<file path="src/logic/msr_cfg.svh">
// constants of the slot reset, status and interrupt block
`ifndef MSR_CFG_SVH
`define MSR_CFG_SVH
// register offsets on the local register port
`define MSR_OFS_REV        8'h00
`define MSR_OFS_CTRL_A     8'h02
`define MSR_OFS_CTRL_B     8'h04
`define MSR_OFS_RESET      8'h0A
`define MSR_OFS_STATUS     8'h0C
// control register fields
`define MSR_CB_REQ0_EN     6
`define MSR_CB_REQ0_EDGE   4
`define MSR_CB_ERR_EN      3
`define MSR_CB_TMO_EN      2
// status register field positions
`define MSR_SB_ERR         8
`define MSR_SB_TMO         12
// reset values and data answers
`define MSR_CTRL_RST       8'h00
`define MSR_TMO_DATA       16'hFFFF
// timing
`define MSR_CLK_NS         40
`define MSR_TMO_NS         8000
`define MSR_RESET_MS       200
`define MSR_LED_MS         200
`define MSR_TMO_CYC        ((`MSR_TMO_NS + `MSR_CLK_NS - 1) / `MSR_CLK_NS)
`define MSR_RESET_CYC      ((`MSR_RESET_MS * 1000000 + `MSR_CLK_NS - 1) / `MSR_CLK_NS)
`define MSR_LED_CYC        ((`MSR_LED_MS * 1000000) / `MSR_CLK_NS)
`endif

</file>
<file path="src/logic/msr_pkg.sv">
// types of the slot reset, status and interrupt block
`default_nettype none
package msr_pkg;
    // local register port request
    typedef struct packed {
        logic [7:0]  addr;
        logic        wr;
        logic        rd;
        logic [15:0] wdata;
    } msr_regbus_t;
    // module cycle request from the host bridge
    typedef struct packed {
        logic        start;
        logic        slot;
        logic        read;
        logic        intsp;
        logic        a1;
    } msr_cyc_req_t;
    // module cycle engine states
    typedef enum logic [0:0] {
        MSR_IDLE,
        MSR_WAIT
    } msr_state_t;
endpackage
`default_nettype wire

</file>
<file path="src/logic/msr_top.sv">
// slot reset sequencer, slot status register and merged host interrupt
//
// Function
// - writing one to reset bit 0 or 1 starts that slot's reset; zero ignored
// - software started slot reset releases itself after 200 ms
// - reset register reads one per slot while its reset line is asserted
// - board reset asserts both slot reset lines together
// - reset register bits 15 to 2 read zero and ignore writes
// - missing acknowledge within 8 us declares a slot timeout and ends the cycle
// - timeout is not a bus error; it sets status bit 13 (B) or 12 (A)
// - a read ended by timeout returns all ones
// - enabled timeout interrupt stays pending until its status bit is cleared
// - writing one to status bit 13 or 12 clears that timeout; zero ignored
// - status bits 9 and 8 follow the slot error lines; writes ignored
// - status bits 3 to 0 show B req1, B req0, A req1, A req0
// - writing one to bits 3 to 0 clears only active edge mode requests
// - all enabled timeout, error and request sources merge onto one host interrupt
// - read in interrupt space runs acknowledge cycle; A1 selects request
// - slot access lights that slot's indicator for about 200 ms
// - control bits 7,6 enable requests; bits 5,4 pick level or edge
// - control bit 3 lets an active error line raise the interrupt
// - control bit 2 enables timeout interrupt; control clears on reset
`include "msr_cfg.svh"
`timescale 1ns/10ps
`default_nettype none

module msr_top #(
    parameter int         RESET_CYCLES = `MSR_RESET_CYC,
    parameter int         LED_CYCLES   = `MSR_LED_CYC,
    parameter int         TMO_CYCLES   = `MSR_TMO_CYC,
    // revision value is arbitrary
    parameter logic [7:0] REVISION     = 8'h00
) (
    // clock and reset
    input  wire logic                  clk_sys_in,
    input  wire logic                  rst_in,
    // local register port
    input  wire msr_pkg::msr_regbus_t  bus_in,
    output logic [15:0]                reg_rdata_out,
    // module cycle request and answer
    input  wire msr_pkg::msr_cyc_req_t cyc_in,
    output logic                       cyc_busy_out,
    output logic                       cyc_done_out,
    output logic                       cyc_timeout_out,
    output logic [15:0]                cyc_rdata_out,
    // slot pins
    output logic [1:0]                 slot_reset_n_out,
    output logic [1:0]                 slot_sel_n_out,
    output logic [1:0]                 slot_intsel_n_out,
    output logic                       slot_a1_out,
    output logic                       slot_rw_n_out,
    input  wire logic [1:0]            slot_ack_n_in,
    input  wire logic [1:0]            slot_error_n_in,
    input  wire logic [3:0]            slot_irq_n_in,
    input  wire logic [15:0]           slot_data_in,
    // indicators and host interrupt
    output logic [1:0]                 slot_led_out,
    output logic                       inta_n_out
);
    import msr_pkg::*;

    localparam int RCW = $clog2(RESET_CYCLES + 1);
    localparam int LCW = $clog2(LED_CYCLES + 1);
    localparam int TCW = $clog2(TMO_CYCLES + 1);

    // ------------------------------------------------------------
    // decode helper
    // ------------------------------------------------------------
    function automatic logic hit(input logic [7:0] a, input logic [7:0] ofs);
        hit = (a == ofs);
    endfunction

    // ------------------------------------------------------------
    // pin synchronisers
    // ------------------------------------------------------------
    // first stage is read only by the second
    logic [7:0]  sync_a;
    logic [7:0]  sync_b;
    logic [15:0] data_a;
    logic [15:0] data_b;

    always_ff @(posedge clk_sys_in) begin
        if (rst_in) begin
            sync_a <= 8'hFF;
            sync_b <= 8'hFF;
        end else begin
            sync_a <= {slot_ack_n_in, slot_error_n_in, slot_irq_n_in};
            sync_b <= sync_a;
        end
    end

    always_ff @(posedge clk_sys_in) begin
        if (rst_in) begin
            data_a <= 16'h0000;
            data_b <= 16'h0000;
        end else begin
            data_a <= slot_data_in;
            data_b <= data_a;
        end
    end

    wire logic [3:0] irq_n_s = sync_b[3:0];
    wire logic [1:0] err_n_s = sync_b[5:4];
    wire logic [1:0] ack_n_s = sync_b[7:6];

    // ------------------------------------------------------------
    // write strobes
    // ------------------------------------------------------------
    wire logic wr_ctrl_a = bus_in.wr && hit(bus_in.addr, `MSR_OFS_CTRL_A);
    wire logic wr_ctrl_b = bus_in.wr && hit(bus_in.addr, `MSR_OFS_CTRL_B);
    wire logic wr_reset  = bus_in.wr && hit(bus_in.addr, `MSR_OFS_RESET);
    wire logic wr_status = bus_in.wr && hit(bus_in.addr, `MSR_OFS_STATUS);

    // ------------------------------------------------------------
    // control registers
    // ------------------------------------------------------------
    logic [7:0] ctrl [2];

    always_ff @(posedge clk_sys_in) begin
        if (rst_in) begin
            ctrl[0] <= `MSR_CTRL_RST;
            ctrl[1] <= `MSR_CTRL_RST;
        end else begin
            if (wr_ctrl_a) begin
                ctrl[0] <= bus_in.wdata[7:0];
            end
            if (wr_ctrl_b) begin
                ctrl[1] <= bus_in.wdata[7:0];
            end
        end
    end

    // ------------------------------------------------------------
    // module cycle engine
    // ------------------------------------------------------------
    msr_state_t     state;
    logic [TCW-1:0] tmo_cnt;
    logic           cyc_slot;
    logic           cyc_read;
    logic           tmo_pulse;
    logic           start_pulse;

    assign start_pulse  = cyc_in.start && (state == MSR_IDLE);
    assign cyc_busy_out = (state != MSR_IDLE);

    always_ff @(posedge clk_sys_in) begin
        if (rst_in) begin
            state             <= MSR_IDLE;
            tmo_cnt           <= '0;
            cyc_slot          <= 1'b0;
            cyc_read          <= 1'b0;
            tmo_pulse         <= 1'b0;
            cyc_done_out      <= 1'b0;
            cyc_timeout_out   <= 1'b0;
            cyc_rdata_out     <= 16'h0000;
            slot_sel_n_out    <= 2'b11;
            slot_intsel_n_out <= 2'b11;
            slot_a1_out       <= 1'b0;
            slot_rw_n_out     <= 1'b1;
        end else begin
            tmo_pulse       <= 1'b0;
            cyc_done_out    <= 1'b0;
            cyc_timeout_out <= 1'b0;
            case (state)
                MSR_IDLE: begin
                    tmo_cnt <= '0;
                    if (cyc_in.start) begin
                        state    <= MSR_WAIT;
                        cyc_slot <= cyc_in.slot;
                        cyc_read <= cyc_in.read;
                        // interrupt space select and A1 request choice
                        slot_a1_out   <= cyc_in.a1;
                        slot_rw_n_out <= cyc_in.read;
                        if (cyc_in.intsp) begin
                            slot_intsel_n_out <= ~(2'b01 << cyc_in.slot);
                        end else begin
                            slot_sel_n_out <= ~(2'b01 << cyc_in.slot);
                        end
                    end
                end
                MSR_WAIT: begin
                    tmo_cnt <= tmo_cnt + 1'b1;
                    // an ack released by the previous cycle lingers two cycles in the sync
                    if (!ack_n_s[cyc_slot] && (tmo_cnt > TCW'(1))) begin
                        state             <= MSR_IDLE;
                        cyc_done_out      <= 1'b1;
                        cyc_rdata_out     <= cyc_read ? data_b : 16'h0000;
                        slot_sel_n_out    <= 2'b11;
                        slot_intsel_n_out <= 2'b11;
                        slot_rw_n_out     <= 1'b1;
                    end else if (tmo_cnt == TCW'(TMO_CYCLES - 1)) begin
                        state             <= MSR_IDLE;
                        tmo_pulse         <= 1'b1;
                        // reported as done, not as an error
                        cyc_done_out      <= 1'b1;
                        cyc_timeout_out   <= 1'b1;
                        // all ones on timed out read
                        cyc_rdata_out     <= cyc_read ? `MSR_TMO_DATA : 16'h0000;
                        slot_sel_n_out    <= 2'b11;
                        slot_intsel_n_out <= 2'b11;
                        slot_rw_n_out     <= 1'b1;
                    end
                end
                default: begin
                    state <= MSR_IDLE;
                end
            endcase
        end
    end

    // ------------------------------------------------------------
    // per slot reset, indicator, timeout and request status
    // ------------------------------------------------------------
    wire logic [1:0] rst_act;
    wire logic [1:0] tmo_flag;
    wire logic [1:0] err_act;
    wire logic [3:0] req_stat;
    wire logic [3:0] req_en;
    wire logic [1:0] tmo_irq;
    wire logic [1:0] err_irq;

    genvar g;
    genvar j;
    generate
        for (g = 0; g < 2; g++) begin : g_slot
            logic [RCW-1:0] rcnt;
            logic           ract;
            logic [LCW-1:0] lcnt;
            logic           tflag;

            // timed reset; one restarts, zero ignored
            always_ff @(posedge clk_sys_in) begin
                if (rst_in) begin
                    rcnt <= RCW'(RESET_CYCLES - 1);
                    ract <= 1'b1;
                end else if (wr_reset && bus_in.wdata[g]) begin
                    rcnt <= RCW'(RESET_CYCLES - 1);
                    ract <= 1'b1;
                end else if (rcnt != '0) begin
                    rcnt <= rcnt - 1'b1;
                end else begin
                    ract <= 1'b0;
                end
            end

            always_ff @(posedge clk_sys_in) begin
                if (rst_in) begin
                    lcnt <= '0;
                end else if (start_pulse && (cyc_in.slot == g)) begin
                    lcnt <= LCW'(LED_CYCLES);
                end else if (lcnt != '0) begin
                    lcnt <= lcnt - 1'b1;
                end
            end

            // sticky timeout; set wins over clear
            always_ff @(posedge clk_sys_in) begin
                if (rst_in) begin
                    tflag <= 1'b0;
                end else begin
                    tflag <= (tmo_pulse && (cyc_slot == g)) ||
                             (tflag && !(wr_status && bus_in.wdata[`MSR_SB_TMO + g]));
                end
            end

            assign rst_act[g]  = ract;
            assign tmo_flag[g] = tflag;
            assign err_act[g]  = ~err_n_s[g];
            // timeout interrupt gated by control bit 2
            assign tmo_irq[g]  = tflag && ctrl[g][`MSR_CB_TMO_EN];
            // error interrupt while enabled and line active
            assign err_irq[g]  = err_act[g] && ctrl[g][`MSR_CB_ERR_EN];

            always_ff @(posedge clk_sys_in) begin
                if (rst_in) begin
                    slot_led_out[g]     <= 1'b0;
                    slot_reset_n_out[g] <= 1'b0;
                end else begin
                    slot_led_out[g]     <= (lcnt != '0);
                    slot_reset_n_out[g] <= ~ract;
                end
            end

            for (j = 0; j < 2; j++) begin : g_req
                localparam int K = 2 * g + j;
                logic prev_n;
                logic elat;
                wire logic edge_sel = ctrl[g][`MSR_CB_REQ0_EDGE + j];
                wire logic fall     = prev_n && !irq_n_s[K];
                // clear only an active edge mode request
                wire logic clr      = wr_status && bus_in.wdata[K] && edge_sel && elat;

                // edge latch; a new edge beats a clear
                always_ff @(posedge clk_sys_in) begin
                    if (rst_in) begin
                        prev_n <= 1'b1;
                        elat   <= 1'b0;
                    end else begin
                        prev_n <= irq_n_s[K];
                        elat   <= edge_sel && (fall || (elat && !clr));
                    end
                end

                // level shows the line, edge shows the latch
                assign req_stat[K] = edge_sel ? elat : ~irq_n_s[K];
                assign req_en[K]   = ctrl[g][`MSR_CB_REQ0_EN + j];
            end
        end
    endgenerate

    // ------------------------------------------------------------
    // merged host interrupt
    // ------------------------------------------------------------
    // registered so the pin never glitches while sources settle
    // all enabled sources onto one line
    always_ff @(posedge clk_sys_in) begin
        if (rst_in) begin
            inta_n_out <= 1'b1;
        end else begin
            inta_n_out <= ~(|(req_stat & req_en) | |tmo_irq | |err_irq);
        end
    end

    // ------------------------------------------------------------
    // register read
    // ------------------------------------------------------------
    logic [15:0] rd_mux;

    always_comb begin
        rd_mux = 16'h0000;
        if (hit(bus_in.addr, `MSR_OFS_REV)) begin
            rd_mux = {8'h00, REVISION};
        end else if (hit(bus_in.addr, `MSR_OFS_CTRL_A)) begin
            rd_mux = {8'h00, ctrl[0]};
        end else if (hit(bus_in.addr, `MSR_OFS_CTRL_B)) begin
            rd_mux = {8'h00, ctrl[1]};
        end else if (hit(bus_in.addr, `MSR_OFS_RESET)) begin
            // reset state in the low bits, zero above
            rd_mux = {14'h0000, rst_act};
        end else if (hit(bus_in.addr, `MSR_OFS_STATUS)) begin
            rd_mux = {2'b00, tmo_flag, 2'b00, err_act, 4'h0, req_stat};
        end
    end

    always_ff @(posedge clk_sys_in) begin
        if (rst_in) begin
            reg_rdata_out <= 16'h0000;
        end else if (bus_in.rd) begin
            reg_rdata_out <= rd_mux;
        end
    end

endmodule
`default_nettype wire

</file>
<file path="config.mk">
export PLATFORM = sky130hd
export DESIGN_NAME = msr_top
export DESIGN_NICKNAME = d
export VERILOG_FILES = /design/src/logic/msr_pkg.sv /design/src/logic/msr_top.sv
export VERILOG_INCLUDE_DIRS = /design/src /design/src/logic
export SDC_FILE = /design/constraint.sdc
export NUM_CORES = 1
export LEC_CHECK = 0
export BUFFER_PORTS_ARGS = -buffer_cell sky130_fd_sc_hd__buf_4
export CORE_MARGIN = 5
export CORE_UTILIZATION = 50
export DETAILED_ROUTE_END_ITERATION = 16
export HOLD_SLACK_MARGIN = 0.05
export PLACE_DENSITY = 0.7
export SLEW_MARGIN = 30
export SYNTH_ARGS = -nofsm -noshare
export SYNTH_HDL_FRONTEND = slang
export SYNTH_SLANG_ARGS = --single-unit
</file>
<file path="constraint.sdc">
create_clock -name clk_sys_in -period 3.6 [get_ports clk_sys_in]
set_input_delay 0.72 -clock clk_sys_in [delete_from_list [all_inputs] [get_ports clk_sys_in]]
set_output_delay 0.72 -clock clk_sys_in [all_outputs]
set_load 0.03 [all_outputs]
</file>
==> results.md, run 1 <==
- Status: complete, no violations
- Post-CTS setup buffers: 0
- Die height: between 100 and 150 µm
- DR iter-0 viols: 334
- Max Buffers Root-to-Sink: 3
- Lkg Pwr: 4.24 nW
- Main synth FF type: dfxtp_1
- Synth warn: 0
- Vias per cell: 5.47
- Post-synth EDFFs: 16
- Overall routing resource usage: 17.8%
- Clk pwr share: 34.8%
- Synth Area per Inst: between 9 and 10 µm²
- Flop pwr share: 41.8%
- Initial Util: 50.8%
- IO buf count: 92
- Worst r2r src: tmo_cnt[2]
- Largest net degree at the start of global routing: between 50 and 60
- Tightest Hold Check Type: in2reg
- Final hold vios: 0
- FF-to-FF path depth: 5
- Drt drc: 0
- Final #Nets: about 1100
- Crit Path Class: reg2reg
- Drt wl/cell: around 15 µm
- Core area: 18000 µm²
- Post-synthesis sequential area ratio: 50.0%
- Pre-Repair DR Iteration Count: 5
- Non-Filler Instances: around 1300
- Hold buffers post-CTS: 0
- Rel. slew slack: 41.5%
- Power Total: 0.00703 W
- Hold Slack: 0.385 ns
- Initial antenna violation count: 0
- Peak VDD IR: 0.674 mV
- Maximum capacitance violations: 0
- Ys async rst share: 0%
- Final antenna-violating net count: 0
- Area Overhead vs Synth: 17.9%
- Pint: 0.00491 W
- Reg2reg end: cyc_rdata_out[6]
- Maximum clock frequency: roughly 400 MHz
- Share of layout cells above drive strength 1: ~18%
- FF+latch count, synth: 220
- Number of global-route vias before repair: 6629
- Arr. time, crit path: 2.95 ns
- Max FO, Critical Path: 18
- Routability cong.: 0.820
- Setup_tns: 0 ns
- Post-Syn Instances: 959
- CTS tree: built
- Library cells used by synthesis: 73
- Min cycle time layout: about 2.5 ns
- Post-DP HPWL: approximately 14000 µm
- Final setup vio count: 0
- Top Ports: 103
- Num CTS Buffers: 24
- Dpl ws: 0.620 ns
- Worst setup margin: ~1.1 ns
- Setup crit end: cyc_rdata_out[6]
- Detailed Route WL: 19400 µm
- Slew Viols, Final: 0
- Critical Path Start: tmo_cnt[2]
- Clock Skews: between 0.02 and 0.025 ns
- H-tree depth: 1
- DP Cell Count: 1243
- Reg2reg setup slack: 1.11 ns
- Die W: 145 µm
- Row count: a little under 50
- Min-delay src: slot_ack_n_in[0]
- Combinational power share: between 20% and 30%
- Filler cells: 1582
- Sw Pwr: 0.00212 W
- Clock Latency Late Sink: between 0.5 and 0.6 ns
- Commonest non-fill, non-tap cell in the layout: dfxtp_1
- Switching part of the total: a little under a third
- Pwr dens: around 650 nW/µm²
- Clock-pin transition on the worst setup and hold timing paths: 0.06 ns
- Worst Setup Start Kind: flop
- WP data required: between 4 and 5 ns
- Crit end category: flop
- Root Buffer: clkbuf_16
- # clock sinks: between 200 and 250
- Slew @ Worst Pin: 0.870 ns
- First-pass GRT wire length: between 30000 and 40000 µm
- Via count: approximately 7000
- # diodes: 0
- Die ar.: 21100 µm²
- CTS resizes: 0
- RSZ-0062 raised after global routing: no
- Syn Std Cell Area: between 9000 and 10000 µm²
- Leading cell types in the layout, fill and taps excluded: dfxtp_1 (204), buf_4 (100), nor2_1 (83)
- Period utilization: 69.2%
- Total gr overflow: 0
-- how the worst min path moves through the flow --
stage / end / slack [ns] / depth (start not counted)
2_1_floorplan: sync_b[0] / 0.39 / 1
3_3_place_gp: sync_b[4] / 0.39 / 1
3_5_place_dp: sync_b[6] / 0.39 / 1
4_1_cts: sync_a[6] / 0.37 / 2
5_1_grt: sync_a[6] / 0.37 / 2
6_report: sync_a[6] / 0.39 / 2
-- synthesized netlist by cell type, types with 14 or more instances --
library cell  number  area share (%)
dfxtp_1          204              45
nor2_1            83             3.4
nand2_1           63             2.6
a21oi_1           60             3.3
nor2b_1           46             3.2
clkbuf_1          33             1.4
nand3_1           33             1.8
xor2_1            28             2.7
xnor2_1           26             2.5
or2_2             24             1.6
a21o_1            21             1.7
inv_1             21            0.86
o21ai_0           21             1.2
a22o_1            20             1.9
or4_1             20             1.6
or3_1             17             1.2
edfxtp_1          16             5.3
nor4_1            16             1.1
a211oi_1          14             1.2
nor3_1            14            0.77
-- layout make-up --
type | instances | area, µm² | share of cell area [%]
multi-input cells | 673 | 4290 | 39.8
clock inverters | 13 | 145 | 1.35
repair buffers | 100 | 751 | 6.97
clock buffers | 31 | 657 | 6.10
flip-flops and latches | 220 | 4560 | 42.4
inverters | 21 | 78.8 | 0.732
well taps | 229 | 287 | 2.66
-- per-layer routing --
metal  routed length (µm)  track usage (%)
met1                 9060             24.6
met2                 8830             29.0
met3                 1230             3.74
met4                  323             3.96
met5                    0                0
-- critical path, cell delays in order (launching register included) --
cell and delay (ns):
dfxtp_1 0.37, or3_1 0.40, o31a_1 0.52, o21a_1 0.31, nor2_2 0.59, a22o_1 0.25
-- state kept, by name, indices dropped and copies added, names as in the netlist, 2 cells and up --
signal               count
slot_reset_n_out         2
sync_b                   8
ctrl                    16
g_slot.g_req.prev_n      4
slot_led_out             2
slot_intsel_n_out        2
g_slot.ract              2
data_a                  16
cyc_rdata_out           16
tmo_cnt                  8
data_b                  16
g_slot.lcnt             46
sync_a                   8
reg_rdata_out           12
g_slot.tflag             2
g_slot.rcnt             46
g_slot.g_req.elat        4
slot_sel_n_out           2
-- kinds of logic (layout without fill, tap and decap cells) --
logic type / after synthesis / in the layout / synth area share (%)
flip-flops: 220 / 220 / 50.0
buffers and inverters: 69 / 165 / 3.19
multiplexers: 8 / 8 / 0.932
AO/OA/AOI/OAI: 197 / 197 / 14.6
XOR/XNOR: 54 / 54 / 5.18
adder cells (fa/ha/maj): 10 / 10 / 1.37
other: 1 / 4 / 0.0411
AND/OR/NAND/NOR: 400 / 400 / 24.7
-- power groups by stage --
stage | logic [W] | registers, W | clock network [W]
2_1_floorplan | 0.00133 | 0.00296 | 0
4_1_cts | 0.00165 | 0.00294 | 0.00251
3_3_place_gp | 0.00160 | 0.00298 | 0
5_1_grt | 0.00183 | 0.00298 | 0.00261
6_report | 0.00164 | 0.00294 | 0.00245
3_5_place_dp | 0.00163 | 0.00299 | 0
-- per-stage QoR --
| stage | area, µm² | util, % |
|---|---|---|
| 2_1_floorplan | 9140 | - |
| 3_3_place_gp | 9970 | 55.5 |
| 3_5_place_dp | 9970 | 55.5 |
| 4_1_cts | 10800 | 59.9 |
| 5_1_grt | 10800 | 59.9 |
| 6_report | 10800 | 59.9 |
Note: power is estimated with default switching activity, not from simulation.
==> inputs of run 2 (changes only) <==
--- a/config.mk
+++ b/config.mk
@@ -11,7 +11,7 @@
 export CORE_UTILIZATION = 50
 export DETAILED_ROUTE_END_ITERATION = 16
 export HOLD_SLACK_MARGIN = 0.05
-export PLACE_DENSITY = 0.7
+export PLACE_DENSITY = 0.73
 export SLEW_MARGIN = 30
 export SYNTH_ARGS = -nofsm -noshare
 export SYNTH_HDL_FRONTEND = slang
==> constraint.sdc (replaced) <==
create_clock -name clk_sys_in -period 2 [get_ports clk_sys_in]
set_input_delay 0.4 -clock clk_sys_in [delete_from_list [all_inputs] [get_ports clk_sys_in]]
set_output_delay 0.4 -clock clk_sys_in [all_outputs]
set_load 0.03 [all_outputs]
==> run 2 against run 1 <==
  * The flow now finishes with violations (negative setup slack)
  * Via count up 6.7%
  * Core utilization up 6.9 points
  * Clock skew about the same
  * First-iteration DRC count up 16%
==> results.md, run 2 (synthesized netlist as in run 1, its figures left out) <==
- Power Total: 0.0141 W
- Max Buffers Root-to-Sink: 3
- WP data required: 2.44 ns
- Maximum clock frequency: 486 MHz
- Number of global-route vias before repair: 7223
- Core area: between 15000 and 20000 µm²
- Clock Latency Late Sink: 0.51 ns
- Register area: 4570 µm²
- Vias per cell: between 5 and 6
- Pre-Repair DR Iteration Count: 5
- Min cycle time layout: 2.06 ns
- Overall routing resource usage: 18.9%
- Hold buffers post-CTS: 0
- CP most frequent cell: or4_4
- Final hold vios: 0
- First-pass GRT wire length: 34500 µm
- Worst setup margin: -0.0563 ns
- H-tree depth: 1
- Total gr overflow: 0
- Worst hold endpoint: sync_a[6]
- Commonest non-fill, non-tap cell in the layout: dfxtp_1
- CTS tree: built
- Hold Slack: 0.0734 ns
- Detailed Route WL: approximately 21000 µm
- Die height: 145 µm
- Routability cong.: slightly below 0.9
- Clock Skews: 0.0208 ns
- Final #Nets: 1211
- Largest regs: g_slot.lcnt: 46 flops, g_slot.rcnt: 46 flops
- Num CTS Buffers: 23
- Period utilization: 103%
- Arr. time, crit path: 2.49 ns
- Reg2reg end: g_slot[1].rcnt[1]
- Via count: approximately 7500
- Post-DP HPWL: 14900 µm
- Leading cell types in the layout, fill and taps excluded: dfxtp_1 (197), buf_4 (192), nor2_1 (83)
- End-of-flow core utilization: 66.9%
- Worst r2r src: g_slot[1].rcnt[15]
- RSZ-0062 raised after global routing: yes
- Top Ports: 103
- Drt drc: 0
- Row count: 49
- Clock-pin transition on the worst setup and hold timing paths: ~0.060 ns
- Die W: 145 µm
- Tightest Hold Check Type: in2reg
- Drt wl/cell: 15.4 µm
- Rel. slew slack: 63.0%
- Max incr delay on CP: between 0.6 and 0.7 ns
- Reg2reg setup slack: -0.06 ns
- Area Overhead vs Synth: 31.5%
- Filler cells: 1405
- Share of layout cells above drive strength 1: 31.7%
- Non-Filler Instances: roughly 1400
- Final setup vio count: 5
- Status: complete, but fails checks
- Slew @ Worst Pin: ~0.55 ns
- # diodes: 0
- Initial Util: 50.8%
- Max FO, Critical Path: 5
- IO buf count: 92
- Final antenna-violating net count: 0
- FF-to-FF path depth: 5
- Initial antenna violation count: 0
- Worst Setup Start Kind: flop
- Area of the multi-input gates: 4660 µm²
- CP Cell Sequence: or4_4 -> or4_4 -> nor2_4 -> mux2_4 -> nand2_1
- DP Cell Count: between 1000 and 1500
- Slew Viols, Final: 0
- Largest net degree at the start of global routing: 70
- Hold path cells: 2
- Maximum capacitance violations: 0
- Crit end category: flop
- Root Buffer: clkbuf_16
- # clock sinks: 220
- CP max-delay cell: or4_4
- Pwr dens: 1170 nW/µm²
- Crit Path Class: reg2reg
- Failing checks: negative setup slack
- Die ar.: 21100 µm²
- Min-delay src: slot_ack_n_in[0]
- Peak VDD IR: 1.34 mV
- DR iter-0 viols: around 390
- Lkg Pwr: ~4.8 nW
run 2: worst max-delay path by stage:
stage,from,endpoint,slack [ns],depth (start not counted)
3_5_place_dp,bus_in[18],g_slot[0].g_req[0].elat,-0.19,7
6_report,g_slot[1].rcnt[15],g_slot[1].rcnt[1],-0.06,5
2_1_floorplan,g_slot[1].rcnt[16],g_slot[1].rcnt[5],-0.11,7
4_1_cts,g_slot[1].rcnt[13],g_slot[1].rcnt[4],-0.06,6
5_1_grt,g_slot[1].rcnt[1],g_slot[1].rcnt[4],-0.13,8
3_3_place_gp,g_slot[1].rcnt[1],g_slot[1].rcnt[1],-0.17,7
run 2: critical path, delay by kind of cell (launching register included):
kind / cells / cell delay (ns)
and+or+nand+nor: 4 / 1.38
DFF: 1 / 0.31
muxes: 1 / 0.31
run 2: repair_timing:
| item | in CTS | in global routing |
|---|---|---|
| gates cloned | 1 | 0 |
| pin swaps | 13 | 34 |
| setup buffers | 5 | 9 |
| gates resized for setup | 18 | 52 |
| endpoints found under the setup margin | 35 | 62 |
run 2: through the flow:
step	setup slack [ns]	TNS, ns	cell area [µm²]
after global placement	-0.167	-8.75	10800
after CTS	-0.0591	-0.343	11700
after global routing	-0.132	-1.47	12000
final	-0.0563	-0.157	12000
after floorplan	-0.109	-1.15	9280
after detailed placement	-0.191	-9.81	10800
run 2: area by class of cell:
type                    instances  area share (%)
clock buffers                  31            5.46
clock inverters                11            1.17
inverters                      21           0.656
multi-input cells             674            38.8
flip-flops and latches        220            38.1
well taps                     229            2.39
repair buffers                204            13.4
run 2: routing by layer:
layer | track usage [%] | part of all wire (%) | wire length (µm) | vias up
li1 | - | - | - | 3783
met1 | 25.0 | 44 | 9460 | 3552
met4 | 5.13 | 2.2 | 461 | 0
met5 | 0 | 0 | 0 | -
met2 | 31.9 | 48 | 10300 | 148
met3 | 3.62 | 5.3 | 1130 | 32
run 2: where the power goes:
group	internal (W)	switching, W	total, W
Combinational	0.00218	0.00225	0.00443
Clock	0.00269	0.00170	0.00440
Sequential	0.00489	0.000358	0.00525
Total	0.00976	0.00431	0.0141
==> inputs of run 3 (changes only) <==
--- a/config.mk
+++ b/config.mk
@@ -6,7 +6,7 @@
 export SDC_FILE = /design/constraint.sdc
 export NUM_CORES = 1
 export LEC_CHECK = 0
-export BUFFER_PORTS_ARGS = -buffer_cell sky130_fd_sc_hd__buf_4
+export BUFFER_PORTS_ARGS = -buffer_cell sky130_fd_sc_hd__buf_2
 export CORE_MARGIN = 5
 export CORE_UTILIZATION = 50
 export DETAILED_ROUTE_END_ITERATION = 16
==> run 3 against run 2 <==
  * The flow still finishes with violations (negative setup slack)
  * Total power decreased by 0.75%
  * Sequential power about the same
  * Combinational power decreased by 3%
  * Count of clock-buffer cells in the layout increased by 1
  * Clock skew decreased by 0.0060 ns
  * Global-route usage increased by 0.37 points
  * Sequential cell count unchanged
  * Die area unchanged
  * Sequential share of layout area increased by 0.73 points
  * Critical path depth increased by 2
  * Worst setup slack got worse by 0.030 ns
  * Largest cell class unchanged
==> results.md, run 3 (synthesized netlist as in run 1, its figures left out) <==
- Largest regs: g_slot.lcnt: 46 flops, g_slot.rcnt: 46 flops
- Vias per cell: 5.42
- Final #Nets: 1211
- Routability cong.: approximately 0.86
- Min cycle time layout: between 2 and 2.5 ns
- Failing checks: negative setup slack
- Final antenna-violating net count: 0
- # clock sinks: between 200 and 250
- CTS tree: built
- Area Overhead vs Synth: 29.1%
- IO buf count: between 90 and 100
- Die W: 145 µm
- Core area: 18000 µm²
- Die height: 145 µm
- Rel. slew slack: 53.4%
- Share of layout cells above drive strength 1: 30.8%
- Filler cells: approximately 1500
- Clock-pin transition on the worst setup and hold timing paths: around 0.060 ns
- Top Ports: 103
- Maximum capacitance violations: 0
- Detailed Route WL: 21200 µm
- Slew @ Worst Pin: between 0.6 and 0.7 ns
- Die ar.: 21100 µm²
- Lkg Pwr: between 4 and 5 nW
- Clock Skews: 0.0148 ns
- Power Total: 0.0140 W
- Final hold vios: 0
- Worst setup margin: -0.0866 ns
- Row count: just under 50
- Tightest Hold Check Type: in2reg
- Overall routing resource usage: about 19%
- Max Buffers Root-to-Sink: 3
- Period utilization: 104%
- Cell Area, Placed: approximately 11000 µm²
- Num CTS Buffers: 24
- Peak VDD IR: 1.33 mV
- Hold Slack: around 0.07 ns
- Drt wl/cell: roughly 15 µm
- Commonest non-fill, non-tap cell in the layout: dfxtp_1
- Root Buffer: clkbuf_16
- Status: complete, but fails checks
- Crit end category: flop
- WP data required: 2.45 ns
- Setup_tns: -0.663 ns
- Drt drc: 0
- Post-DP HPWL: 14800 µm
- Arr. time, crit path: 2.54 ns
- Slew Viols, Final: 0
- Pwr dens: 1190 nW/µm²
- Clock Latency Late Sink: ~0.52 ns
- Final setup vio count: 16
- Largest net degree at the start of global routing: 56
- Initial Util: between 50% and 60%
- Pre-Repair DR Iteration Count: 7
- Number of global-route vias before repair: 7277
- Post-Layout Inst Area: 11800 µm²
- Max FO, Critical Path: 4
- Initial antenna violation count: 2
- Crit Path Class: reg2reg
- Worst Setup Start Kind: flop
- First-pass GRT wire length: ~35000 µm
- Maximum clock frequency: about 480 MHz
- Total gr overflow: 0
- End-of-flow core utilization: 65.6%
- RSZ-0062 raised after global routing: yes
- H-tree depth: 1
- Leading cell types in the layout, fill and taps excluded: dfxtp_1 (196), buf_4 (95), buf_2 (91)
- Via count: 7538
- DR iter-0 viols: 312
## run 3: layout make-up
cell class / count / area (µm²) / share of cell area [%]
sequential: 220 / 4570 / 38.8
timing repair buffer: 204 / 1400 / 11.8
inverter: 21 / 78.8 / 0.669
antenna: 1 / 2.50 / 0.0212
clock buffer: 32 / 651 / 5.52
tap: 229 / 287 / 2.43
clock inverter: 11 / 151 / 1.28
multi-input combinational: 673 / 4650 / 39.4
## run 3: final timing paths
path,from,end,slack [ns],depth (start not counted)
setup / recovery,g_slot[1].rcnt[1],g_slot[1].rcnt[1],-0.09,7
hold / removal,slot_error_n_in[1],sync_a[5],0.07,2
setup reg to reg,g_slot[1].rcnt[1],g_slot[1].rcnt[1],-0.09,7
hold reg to reg,sync_a[3],sync_b[3],0.41,1
## run 3: power breakdown
| part | leakage, nW | internal, W | switching, W |
|---|---|---|---|
| Sequential | 1.82 | 0.00489 | 0.000353 |
| Clock | 0.379 | 0.00268 | 0.00174 |
| Combinational | 2.56 | 0.00208 | 0.00222 |
| Total | 4.76 | 0.00966 | 0.00431 |
## run 3: critical path: stages (launching register included)
cell	delay (ns)
dfxtp_2	0.32
inv_2	0.07
ha_4	0.13
or4b_4	0.44
or4_4	0.54
nor2_4	0.17
mux2_4	0.31
nand2_1	0.05
## run 3: per-layer routing
metal / vias up / share of wire (%) / wire [µm] / global-route usage (%)
met5: - / 0.13 / 27 / 0
met4: 4 / 2.3 / 478 / 5.46
met3: 43 / 5.9 / 1260 / 4.27
met2: 154 / 48 / 10200 / 32.4
met1: 3551 / 43 / 9220 / 25.1
li1: 3786 / - / - / -
## run 3: through the flow
stage	setup WS [ns]	instances
after detailed placement	-0.190	1336
after floorplan	-0.109	962
final	-0.0866	1391
after global routing	-0.208	1390
after CTS	-0.0838	1385
after global placement	-0.187	1336
## run 3: what timing repair did
action                                 CTS  global route
hold buffers                             2             0
buffers inserted                         4             7
pin swaps                               17            34
setup endpoints to repair               39            64
endpoints found under the hold margin    2             0
resized for setup                       27            47
